===== config.mk =====
export PLATFORM = sky130hd
export DESIGN_NAME = fcc_controller
export DESIGN_NICKNAME = d
export VERILOG_FILES = /design/src/fcc_pkg.sv /design/src/fcc_timing_divider.sv /design/src/fcc_controller.sv
export SDC_FILE = /design/constraint.sdc
export NUM_CORES = 1
export LEC_CHECK = 0
export BUFFER_PORTS_ARGS = -buffer_cell sky130_fd_sc_hd__buf_2
export CAP_MARGIN = 20
export CORE_ASPECT_RATIO = 0.8
export CORE_MARGIN = 2
export CORE_UTILIZATION = 55
export CTS_BUF_LIST = sky130_fd_sc_hd__clkbuf_4
export CTS_CLUSTER_SIZE = 14
export DETAILED_ROUTE_END_ITERATION = 8
export PLACE_DENSITY_LB_ADDON = 0.15
export SLEW_MARGIN = 20
export SYNTH_ARGS = -nofsm -noshare
export SYNTH_HDL_FRONTEND = slang
export SYNTH_HIERARCHICAL = 1
export SYNTH_SLANG_ARGS = --single-unit

===== constraint.sdc =====
create_clock -name CLK -period 2.6 [get_ports CLK]
set_input_delay 0.26 -clock CLK [delete_from_list [all_inputs] [get_ports CLK]]
set_output_delay 0.26 -clock CLK [all_outputs]
set_load 0.02 [all_outputs]

===== src/fcc_pkg.sv =====
// Behaviour
// - Divider write sets the loaded flag
// - Launch without loaded divider sets access error
// - New sequence overwrites non-empty buffers
// - Array write captures address and data
// - Launch clears the command-complete flag
// - Buffers-empty sets after complete clears
// - Buffered command waits; complete when all done
// - 0x05 verifies whole array, sets blank
// - 0x20 programs one word at captured address
// - 0x40 erases sector, ignores address bits 9:0
// - 0x41 mass erase needs all protect bits
// - Protected program or sector target refused
// - Mass erase with any protection refused
// - Keep high voltage on sequential programs
// - Interrupts for buffers empty and complete
// - Unknown command code sets access error
// - Access error locks out further launches
`default_nettype none

package fcc_pkg;

  localparam int unsigned ADDR_W = 16;
  localparam int unsigned DATA_W = 16;
  localparam int unsigned DIVF_W = 6;

  localparam logic [7:0] CMD_ERASE_VERIFY = 8'h05;
  localparam logic [7:0] CMD_PROGRAM      = 8'h20;
  localparam logic [7:0] CMD_SECTOR_ERASE = 8'h40;
  localparam logic [7:0] CMD_MASS_ERASE   = 8'h41;

  // Sector is 1024 bytes: low ten address bits drop out
  localparam int unsigned SECTOR_LSB = 10;
  localparam logic [ADDR_W-1:0] SECTOR_MASK = 16'hfc00;
  localparam logic [ADDR_W-1:0] WORD_STEP = 16'h0002;

  // Areas guarded by the protection bits
  localparam logic [ADDR_W-1:0] LOW_AREA_END    = 16'h0fff;
  localparam logic [ADDR_W-1:0] HIGH_AREA_START = 16'hf000;

  // Prescaler counts eight oscillator cycles
  localparam logic [2:0] PRESCALE_LAST = 3'h7;

  // Reset values
  localparam logic RST_BUFFERS_EMPTY   = 1'b1;
  localparam logic RST_CMD_COMPLETE    = 1'b1;
  localparam logic RST_FLAG_CLEAR      = 1'b0;

  typedef enum logic [1:0] {
    SEQ_IDLE     = 2'b00,
    SEQ_ADDR_SET = 2'b01,
    SEQ_CMD_SET  = 2'b10
  } fcc_seq_t;

  function automatic logic fcc_cmd_valid(input logic [7:0] code);
    fcc_cmd_valid = (code == CMD_ERASE_VERIFY) || (code == CMD_PROGRAM) ||
                    (code == CMD_SECTOR_ERASE) || (code == CMD_MASS_ERASE);
  endfunction

endpackage

`default_nettype wire


===== src/fcc_timing_divider.sv =====
`default_nettype none

module fcc_timing_divider
  import fcc_pkg::*;
(
  input  wire logic              clk,
  input  wire logic              reset,
  input  wire logic              loaded,
  input  wire logic              prescale_by_eight,
  input  wire logic [DIVF_W-1:0] clock_divide_field,
  output logic                   timing_clock
);

  logic [2:0]        pre_reg;
  logic [2:0]        pre_next;
  logic [DIVF_W-1:0] cnt_reg;
  logic [DIVF_W-1:0] cnt_next;
  wire               stage_en;
  wire               cnt_wrap;

  // ----------------------------------------------------------------
  // Prescaler then field+1 divider
  // ----------------------------------------------------------------
  assign stage_en = !prescale_by_eight || (pre_reg == PRESCALE_LAST);
  assign cnt_wrap = stage_en && (cnt_reg == clock_divide_field);
  assign pre_next = (loaded && prescale_by_eight) ? pre_reg + 3'h1 : 3'h0;
  assign cnt_next = !loaded ? '0 :
                    cnt_wrap ? '0 :
                    stage_en ? cnt_reg + {{(DIVF_W-1){1'b0}}, 1'b1} : cnt_reg;

  always_ff @(posedge clk)
  begin
    if (reset)
    begin
      pre_reg      <= 3'h0;
      cnt_reg      <= '0;
      timing_clock <= 1'b0;
    end
    else
    begin
      pre_reg      <= pre_next;
      cnt_reg      <= cnt_next;
      timing_clock <= loaded && cnt_wrap;
    end
  end

endmodule

`default_nettype wire


===== src/fcc_controller.sv =====
`default_nettype none

module fcc_controller
  import fcc_pkg::*;
(
  input  wire logic              CLK,
  input  wire logic              RESET,
  // Divider load
  input  wire logic              DIV_WR,
  input  wire logic              DIV_WR_PRESCALE_BY_EIGHT,
  input  wire logic [DIVF_W-1:0] DIV_WR_CLOCK_DIVIDE_FIELD,
  output logic                   DIVIDER_LOADED_FLAG,
  output logic                   TIMING_CLOCK,
  // Command write sequence
  input  wire logic              ARRAY_WR,
  input  wire logic [ADDR_W-1:0] ARRAY_WR_ADDR,
  input  wire logic [DATA_W-1:0] ARRAY_WR_DATA,
  input  wire logic              CMD_WR,
  input  wire logic [7:0]        CMD_WR_CODE,
  input  wire logic              STAT_WR,
  input  wire logic              STAT_WR_LAUNCH,
  input  wire logic              STAT_WR_CLR_ACCESS_ERROR,
  input  wire logic              STAT_WR_CLR_PROT_VIOLATION,
  // Protection
  input  wire logic              LOW_PROTECT_DISABLE,
  input  wire logic              HIGH_PROTECT_DISABLE,
  input  wire logic              PROTECT_OPEN,
  // Status and interrupts
  input  wire logic              BUFFERS_EMPTY_IRQ_EN,
  input  wire logic              COMMAND_COMPLETE_IRQ_EN,
  output logic                   BUFFERS_EMPTY_FLAG,
  output logic                   COMMAND_COMPLETE_FLAG,
  output logic                   ACCESS_ERROR_FLAG,
  output logic                   PROTECTION_VIOLATION_FLAG,
  output logic                   BLANK_FLAG,
  output logic                   BUFFERS_EMPTY_IRQ,
  output logic                   COMMAND_COMPLETE_IRQ,
  // Flash array algorithms
  output logic                   ARRAY_OP_START,
  output logic [7:0]             ARRAY_OP_CODE,
  output logic [ADDR_W-1:0]      ARRAY_OP_ADDR,
  output logic [DATA_W-1:0]      ARRAY_OP_DATA,
  output logic                   ARRAY_HV_KEEP,
  input  wire logic              ARRAY_OP_DONE,
  input  wire logic              ARRAY_BLANK
);

  // ----------------------------------------------------------------
  // State
  // ----------------------------------------------------------------
  fcc_seq_t          seq_reg;
  fcc_seq_t          seq_next;
  logic              div_loaded_reg;
  logic              prescale_reg;
  logic [DIVF_W-1:0] divf_reg;
  logic [ADDR_W-1:0] buf_addr_reg;
  logic [DATA_W-1:0] buf_data_reg;
  logic [7:0]        buf_cmd_reg;
  logic              buf_pending_reg;
  logic              act_busy_reg;
  logic              cbe_reg;
  logic              cc_reg;
  logic              acc_reg;
  logic              protection_violation_flag_reg;
  logic              blank_reg;

  // ----------------------------------------------------------------
  // Decode
  // ----------------------------------------------------------------
  wire locked      = acc_reg || protection_violation_flag_reg;
  wire arr_ok      = ARRAY_WR && !locked && (seq_reg == SEQ_IDLE);
  wire arr_bad     = ARRAY_WR && !locked && (seq_reg != SEQ_IDLE);
  wire cmd_in_seq  = CMD_WR && !locked && (seq_reg == SEQ_ADDR_SET);
  wire cmd_ok      = cmd_in_seq && fcc_cmd_valid(CMD_WR_CODE);
  wire cmd_bad     = (CMD_WR && !locked && !cmd_in_seq) ||
                     (cmd_in_seq && !fcc_cmd_valid(CMD_WR_CODE));
  wire launch_try  = STAT_WR && STAT_WR_LAUNCH && !locked &&
                     (seq_reg == SEQ_CMD_SET);
  wire all_open    = LOW_PROTECT_DISABLE && HIGH_PROTECT_DISABLE &&
                     PROTECT_OPEN;
  wire [ADDR_W-1:0] sect_lo = buf_addr_reg & SECTOR_MASK;
  wire [ADDR_W-1:0] sect_hi = buf_addr_reg | ~SECTOR_MASK;
  wire [ADDR_W-1:0] tgt_lo  = (buf_cmd_reg == CMD_SECTOR_ERASE) ? sect_lo
                                                                : buf_addr_reg;
  wire [ADDR_W-1:0] tgt_hi  = (buf_cmd_reg == CMD_SECTOR_ERASE) ? sect_hi
                                                                : buf_addr_reg;
  wire tgt_prot    = !PROTECT_OPEN ||
                     (!LOW_PROTECT_DISABLE && tgt_lo <= LOW_AREA_END) ||
                     (!HIGH_PROTECT_DISABLE && tgt_hi >= HIGH_AREA_START);
  wire prot_bad    = ((buf_cmd_reg == CMD_PROGRAM ||
                       buf_cmd_reg == CMD_SECTOR_ERASE) && tgt_prot) ||
                     ((buf_cmd_reg == CMD_MASS_ERASE) && !all_open);
  wire launch_nodiv = launch_try && !div_loaded_reg;
  wire launch_prot  = launch_try && div_loaded_reg && prot_bad;
  wire launch_ok    = launch_try && div_loaded_reg && !prot_bad;
  wire act_done     = act_busy_reg && ARRAY_OP_DONE;
  wire move         = buf_pending_reg && !act_busy_reg;
  wire seq_prog     = (buf_cmd_reg == CMD_PROGRAM) &&
                      (ARRAY_OP_CODE == CMD_PROGRAM) &&
                      (buf_addr_reg == ARRAY_OP_ADDR + WORD_STEP);

  always_comb
  begin
    seq_next = seq_reg;
    case (seq_reg)
      SEQ_IDLE:     if (arr_ok) seq_next = SEQ_ADDR_SET;
      SEQ_ADDR_SET: if (cmd_ok) seq_next = SEQ_CMD_SET;
                    else if (cmd_bad || arr_bad) seq_next = SEQ_IDLE;
      SEQ_CMD_SET:  if (launch_try || cmd_bad || arr_bad) seq_next = SEQ_IDLE;
      default:      seq_next = SEQ_IDLE;
    endcase
    if (locked)
      seq_next = SEQ_IDLE;
  end

  // ----------------------------------------------------------------
  // Divider and timing clock
  // ----------------------------------------------------------------
  always_ff @(posedge CLK)
  begin
    if (RESET)
    begin
      div_loaded_reg <= 1'b0;
      prescale_reg   <= 1'b0;
      divf_reg       <= '0;
    end
    else if (DIV_WR)
    begin
      div_loaded_reg <= 1'b1;
      prescale_reg   <= DIV_WR_PRESCALE_BY_EIGHT;
      divf_reg       <= DIV_WR_CLOCK_DIVIDE_FIELD;
    end
  end

  // Every load restarts the divider so the new rate applies at once
  wire div_restart = RESET || DIV_WR;

  fcc_timing_divider u_div (
    .clk                (CLK),
    .reset              (div_restart),
    .loaded             (div_loaded_reg),
    .prescale_by_eight  (prescale_reg),
    .clock_divide_field (divf_reg),
    .timing_clock       (TIMING_CLOCK)
  );

  // ----------------------------------------------------------------
  // Buffer stage
  // ----------------------------------------------------------------
  always_ff @(posedge CLK)
  begin
    if (RESET)
    begin
      seq_reg         <= SEQ_IDLE;
      buf_addr_reg    <= '0;
      buf_data_reg    <= '0;
      buf_cmd_reg     <= 8'h00;
      buf_pending_reg <= 1'b0;
    end
    else
    begin
      seq_reg <= seq_next;
      if (arr_ok)
      begin
        buf_addr_reg    <= ARRAY_WR_ADDR;
        buf_data_reg    <= ARRAY_WR_DATA;
        buf_pending_reg <= 1'b0;
      end
      else if (launch_ok)
        buf_pending_reg <= 1'b1;
      else if (move)
        buf_pending_reg <= 1'b0;
      if (cmd_ok)
        buf_cmd_reg <= CMD_WR_CODE;
    end
  end

  // ----------------------------------------------------------------
  // Active stage
  // ----------------------------------------------------------------
  always_ff @(posedge CLK)
  begin
    if (RESET)
    begin
      act_busy_reg   <= 1'b0;
      ARRAY_OP_START <= 1'b0;
      ARRAY_OP_CODE  <= 8'h00;
      ARRAY_OP_ADDR  <= '0;
      ARRAY_OP_DATA  <= '0;
      ARRAY_HV_KEEP  <= 1'b0;
    end
    else
    begin
      ARRAY_OP_START <= move;
      ARRAY_HV_KEEP  <= act_busy_reg && buf_pending_reg && seq_prog;
      if (move)
      begin
        act_busy_reg  <= 1'b1;
        ARRAY_OP_CODE <= buf_cmd_reg;
        ARRAY_OP_ADDR <= (buf_cmd_reg == CMD_SECTOR_ERASE) ?
                         sect_lo : buf_addr_reg;
        ARRAY_OP_DATA <= buf_data_reg;
      end
      else if (act_done)
        act_busy_reg <= 1'b0;
    end
  end

  // ----------------------------------------------------------------
  // Status flags
  // ----------------------------------------------------------------
  always_ff @(posedge CLK)
  begin
    if (RESET)
    begin
      cbe_reg   <= RST_BUFFERS_EMPTY;
      cc_reg    <= RST_CMD_COMPLETE;
      acc_reg   <= RST_FLAG_CLEAR;
      protection_violation_flag_reg <= RST_FLAG_CLEAR;
      blank_reg <= RST_FLAG_CLEAR;
    end
    else
    begin
      if (launch_ok)
        cbe_reg <= 1'b0;
      else if (move)
        cbe_reg <= 1'b1;
      if (launch_ok)
        cc_reg <= 1'b0;
      else if (act_done && !buf_pending_reg)
        cc_reg <= 1'b1;
      if (arr_bad || cmd_bad || launch_nodiv)
        acc_reg <= 1'b1;
      else if (STAT_WR && STAT_WR_CLR_ACCESS_ERROR)
        acc_reg <= 1'b0;
      if (launch_prot)
        protection_violation_flag_reg <= 1'b1;
      else if (STAT_WR && STAT_WR_CLR_PROT_VIOLATION)
        protection_violation_flag_reg <= 1'b0;
      if (launch_ok)
        blank_reg <= 1'b0;
      else if (act_done && ARRAY_OP_CODE == CMD_ERASE_VERIFY)
        blank_reg <= ARRAY_BLANK;
    end
  end

  assign DIVIDER_LOADED_FLAG       = div_loaded_reg;
  assign BUFFERS_EMPTY_FLAG        = cbe_reg;
  assign COMMAND_COMPLETE_FLAG     = cc_reg;
  assign ACCESS_ERROR_FLAG         = acc_reg;
  assign PROTECTION_VIOLATION_FLAG = protection_violation_flag_reg;
  assign BLANK_FLAG                = blank_reg;
  assign BUFFERS_EMPTY_IRQ    = cbe_reg && BUFFERS_EMPTY_IRQ_EN;
  assign COMMAND_COMPLETE_IRQ = cc_reg && COMMAND_COMPLETE_IRQ_EN;
endmodule

`default_nettype wire


### Yosys cells after proc, flatten, opt, wreduce, memory -nomap -nowiden

Cells that the tools add are included.

* equal/unequal tests: 17
* reductions and logical operators: 76
* $add $sub $neg: 3
* shifts and indexed selects: 0
* $mul: 0
* divide/modulo/power cells: 0
* bitwise operators: 2
* multiplexer cells: 19
* order comparisons: 2

Operators by type and width (number)
* logical AND 1 bit: 36
* == test 8 x 7 -> 1 bit, second input constant: 4
* == test 8 x 6 -> 1 bit, second input constant: 3
* 2-to-1 mux 10 bit: 2
* adder 16 x 2 -> 16 bit, second input constant: 1
* == test 16 bit: 1
* == test 8 x 3 -> 1 bit, second input constant: 2
* >= comparator 16 bit, second input constant: 1
* <= comparator 16 x 12 -> 1 bit, second input constant: 1
* logical OR 1 bit: 15
* zero test 1 bit: 12
* 2-to-1 mux 1 bit: 12
* nonzero test 2 bit: 6
* 2-to-1 mux 2 bit: 4
* OR reduction 2 bit: 4
* adder 6 x 1 -> 6 bit, second input constant: 1
* == test 6 bit: 1
* case mux 2 bit (3 select lines): 1
* adder 3 x 1 -> 3 bit, second input constant: 1
* == test 3 bit, second input constant: 1
* inequality test 3 x 2 -> 1 bit, second input constant: 1
* AND reduction 3 bit: 1
* OR reduction 3 bit: 1
* == test 2 x 1 -> 1 bit, second input constant: 1
* other kinds (5): 6

* ROM bits: 0
* logic and storage cells: 141
* output and inout bits: 51
* bits in registers: 109
* latch bits: 0
* input bits: 63
* memories kept: 0
* bits in writable memories: 0

### Logic depth before layout (Yosys ltp)

* depth in word-level cells: 11
* mapped depth: 8
* gate-level depth less buffers: 7

### By module

The synthesis kept the hierarchy.

Modules (own cells, without submodules)
* fcc_controller: instances 1, area an instance 4134.0 um^2, cells an instance 510
* fcc_timing_divider: instances 1, area an instance 549.3 um^2, cells an instance 52

### Worst setup path before layout

Ideal clock, no wire load.

* kind: reg2reg
* start point: register ARRAY_OP_ADDR[1]
* end point: register ARRAY_HV_KEEP
* setup time: 0.103 ns
* data required time: 2.497 ns
* cell stages (with the launch flop): 8
* period minus slack after synthesis: 2.116 ns
* data arrival time: 2.013 ns
* setup slack: 0.484 ns
* buffers on the path: 1
* cells stage by stage: dfxtp_1 > ha_1 > buf_2 > and4_1 > a31oi_4 > xnor2_1 > or3_1 > a2111oi_2

* word-level cells in the longest chain between the ends: 4

Ends and longest elaborated chain
* start, declared: RTL line fcc_controller.sv:41 `output logic [ADDR_W-1:0] ARRAY_OP_ADDR,`
* start signal, assigned: RTL line fcc_controller.sv:200 `ARRAY_OP_ADDR <= (buf_cmd_reg == CMD_SECTOR_ERASE) ?`
* adder 16 x 2 -> 16 bit: RTL line fcc_controller.sv:100 `(buf_addr_reg == ARRAY_OP_ADDR + WORD_STEP);`
* == test 16 bit: RTL line fcc_controller.sv:100
* logical AND 1 bit: RTL line fcc_controller.sv:99 `(ARRAY_OP_CODE == CMD_PROGRAM) &&`
* logical AND 1 bit: RTL line fcc_controller.sv:195 `ARRAY_HV_KEEP <= act_busy_reg && buf_pending_reg && seq_prog;`
* end signal, assigned: RTL line fcc_controller.sv:195
* end, declared: RTL line fcc_controller.sv:43 `output logic ARRAY_HV_KEEP,`

No other way between the ends.
A chain may end at the register's enable or synchronous reset.

### Final worst setup path

Ends and elaborated chain as after synthesis.

==> metrics.cfg <==
[die]
die-area_um2=9274
die_w_um=107.2
rows=30
start_util_pct=55.95
die_y_um=86.54
ios=114
coreArea_um2=8371

[grt]
antenna_found_initial=0
grt_use_total_pct=25.99
grt_pass1_vias=4092
grt_pass1_wl_um=19220
grt_max_degree=51
grt-ovfl-total=0

[yosys]
synth_warnings=6
avgSynthCellArea_um2=8.333
synth_top_family_by_area=simple AND/OR/NAND/NOR gates
syn_inst=562
synth_area_leaders=dfxtp_1, nand2_1, a21oi_1, nor2_1, xnor2_1
synth_mux_area_share_pct=2.992
syn-num-nets=629
synthArstFlopShare_pct=0
synth_compound_area_share_pct=15.23
ys_ff_latch=109
ys_seq_area_share_pct=46.59
synth_adder_area_share_pct=1.069
synthSimpleGateAreaFrac_pct=25.97
synth_top_area_share_pct=46.59
synth-xor-area-share_pct=5.236
yosysTopAreaCell=dfxtp_1
ys_types=61
syn_area_um2=4683
synth-edff-count=0
synth_ff_type=dfxtp_1

[clock_network]
cts_tree=done
cts_buffers=9
ctsResizeCount=0
cts_sinks=109
cts-root-buf=clkbuf_4
clk_pin_slew_worst_paths_ps=160
cts_setup_buffers=0
ctsHtreeMaxLevel=3
clock_latency_ps=460
cts.path.max_buffers=2

[power_and_ir_drop]
powerDensity_nw_per_um2=524.3
peakVddDrop_mv=0.3878
p_leak_nw=2.381

[min_path]
hold_class=input pin to register
holdPathEnd=buf_data_reg[14]$_SDFFE_PP0P_
hold_path_startpoint=ARRAY_WR_DATA[14]
holdPathStages=3

[worst_setup_path]
critPathLaunchType=register
critPathKind=register to register
worstPathMaxFanout=7
r2r-start=ARRAY_OP_ADDR[1]$_SDFFE_PP0P_
worstPathRequired_ps=2960
r2r_setup_slack_ps=420
r2r-end=ARRAY_HV_KEEP$_SDFF_PP0_
r2r_cells=6
cp.arrival_ps=2540
crit_path_end_kind=register

[status]
status=complete, no violations

[cells_and_area]
stdcell_area_um2=5736
diodes=0
final_common_cell=nand2_1
area_growth_pct=22.47
final_cell_mix=nand2_1, buf_2, dfxtp_1, a21oi_1, nor2_1
nets=755
drive_above_1_share_pct=21.93

[placement]
io_buffers=113
place_ws_ps=459.9
finalWeightedCongestion=0.8856
dp_hpwl_um=8030
place_area_um2=5315

[timing]
finClkSkew_ps=19.92
setup_viol=0
fmax_mhz=458.8
worstMarginPinSlew_ps=935.3
final.min_clock_period_ps=2179
rsz0062_at_grt=no
finalCritPeriodShare_pct=83.83
finalMaxSlewViolations=0
worst_slack_ps=420.5
timing.slew.headroom_pct=37.65
hold_violations=0
fin_tns_setup_ps=0

[routing]
drc=0
ant_nets=0
initialDrtViolationCount=276
wirelength_um=11790
firstDrtPassIters=5
via_per_inst=5.450
wl_per_cell_um=14.65
vias=4387

[job]
drv_cap=0

==> metal layers <==
layer | global-route usage (%) | vias to the layer above | part of all wire (%)
li1 | - | 2168 | -
met1 | 34.77 | 2064 | 45
met2 | 42.17 | 137 | 47
met3 | 6.090 | 18 | 6.0
met4 | 7.674 | 0 | 1.9
met5 | 0 | - | 0
==> cell families (layout without fill, tap and decap cells) <==
logic type | after synthesis | after routing
and+or+nand+nor | 261 | 261
AOI/OAI and AO/OA | 113 | 113
DFF | 109 | 109
buffers and inverters | 33 | 164
xor gates and xnor gates | 28 | 28
muxes | 14 | 14
adders and majority gates | 4 | 4
==> layout make-up <==
type | count | area, µm²
Timing Repair Buffer | 146 | 878.3
Sequential cell | 109 | 2182
Fill cell | 706 | 2635
Tap cell | 112 | 140.1
Multi-Input combinational cell | 420 | 2367
Inverter | 2 | 7.507
Clock buffer | 10 | 75.07
Clock inverter | 6 | 85.08
==> power breakdown <==
group | leakage, nW | switching, mW | total, mW | internal (mW)
Combinational | 1.41 | 0.168 | 0.310 | 0.141
Clock | 0.0861 | 0.541 | 0.942 | 0.401
Sequential | 0.885 | 0.0394 | 1.76 | 1.72
==> what timing repair did <==
action                                  in CTS  in global routing
endpoints found under the setup margin       0                  0
hold endpoints to repair                    25                  1
hold buffers                                25                  1
==> per-stage QoR <==
| step | std cells | power, mW | hold WS (ps) | util, % |
|---|---|---|---|---|
| finish | 805 | 3.007 | 32.52 | 68.52 |
| global route | 805 | 3.140 | 6.211 | 68.52 |
| CTS | 804 | 3.024 | 0.6749 | 68.40 |
| detailed placement | 763 | 2.065 | 433.9 | 63.50 |
| global placement | 763 | 2.057 | 413.4 | 63.50 |
| floorplan | 562 | 1.961 | 395.9 | - |
==> worst max path at each step <==
stage,start,endpoint,slack (ps),cells after the start
3_5_place_dp,ARRAY_OP_ADDR[1]$_SDFFE_PP0P_,ARRAY_HV_KEEP$_SDFF_PP0_,460,6
3_3_place_gp,ARRAY_OP_ADDR[1]$_SDFFE_PP0P_,ARRAY_HV_KEEP$_SDFF_PP0_,520,6
4_1_cts,ARRAY_OP_ADDR[1]$_SDFFE_PP0P_,ARRAY_HV_KEEP$_SDFF_PP0_,400,6
5_1_grt,ARRAY_OP_ADDR[1]$_SDFFE_PP0P_,ARRAY_HV_KEEP$_SDFF_PP0_,180,7
2_1_floorplan,ARRAY_OP_ADDR[1]$_SDFFE_PP0P_,ARRAY_HV_KEEP$_SDFF_PP0_,480,7
6_report,ARRAY_OP_ADDR[1]$_SDFFE_PP0P_,ARRAY_HV_KEEP$_SDFF_PP0_,420,6
==> worst max-delay path: stages (launching register included) <==
cell and delay (ps):
dfxtp_1 450, ha_1 320, and4_1 380, a31oi_4 120
xnor2_1 130, or3_1 380, a2111oi_2 290
==> Yosys cell counts (all sizes together) (6+ instances only) <==
cell / count
o21ai: 8
nand2b: 8
dfxtp: 109
xor2: 10
a21oi: 66
nor2b: 8
xnor2: 18
nor3: 7
nor2: 42
nand4: 6
and2: 9
and3: 6
a22oi: 10
clkbuf: 26
nand3: 8
mux2i: 14
nand2: 144
Note: power is estimated with default switching activity, not from simulation.
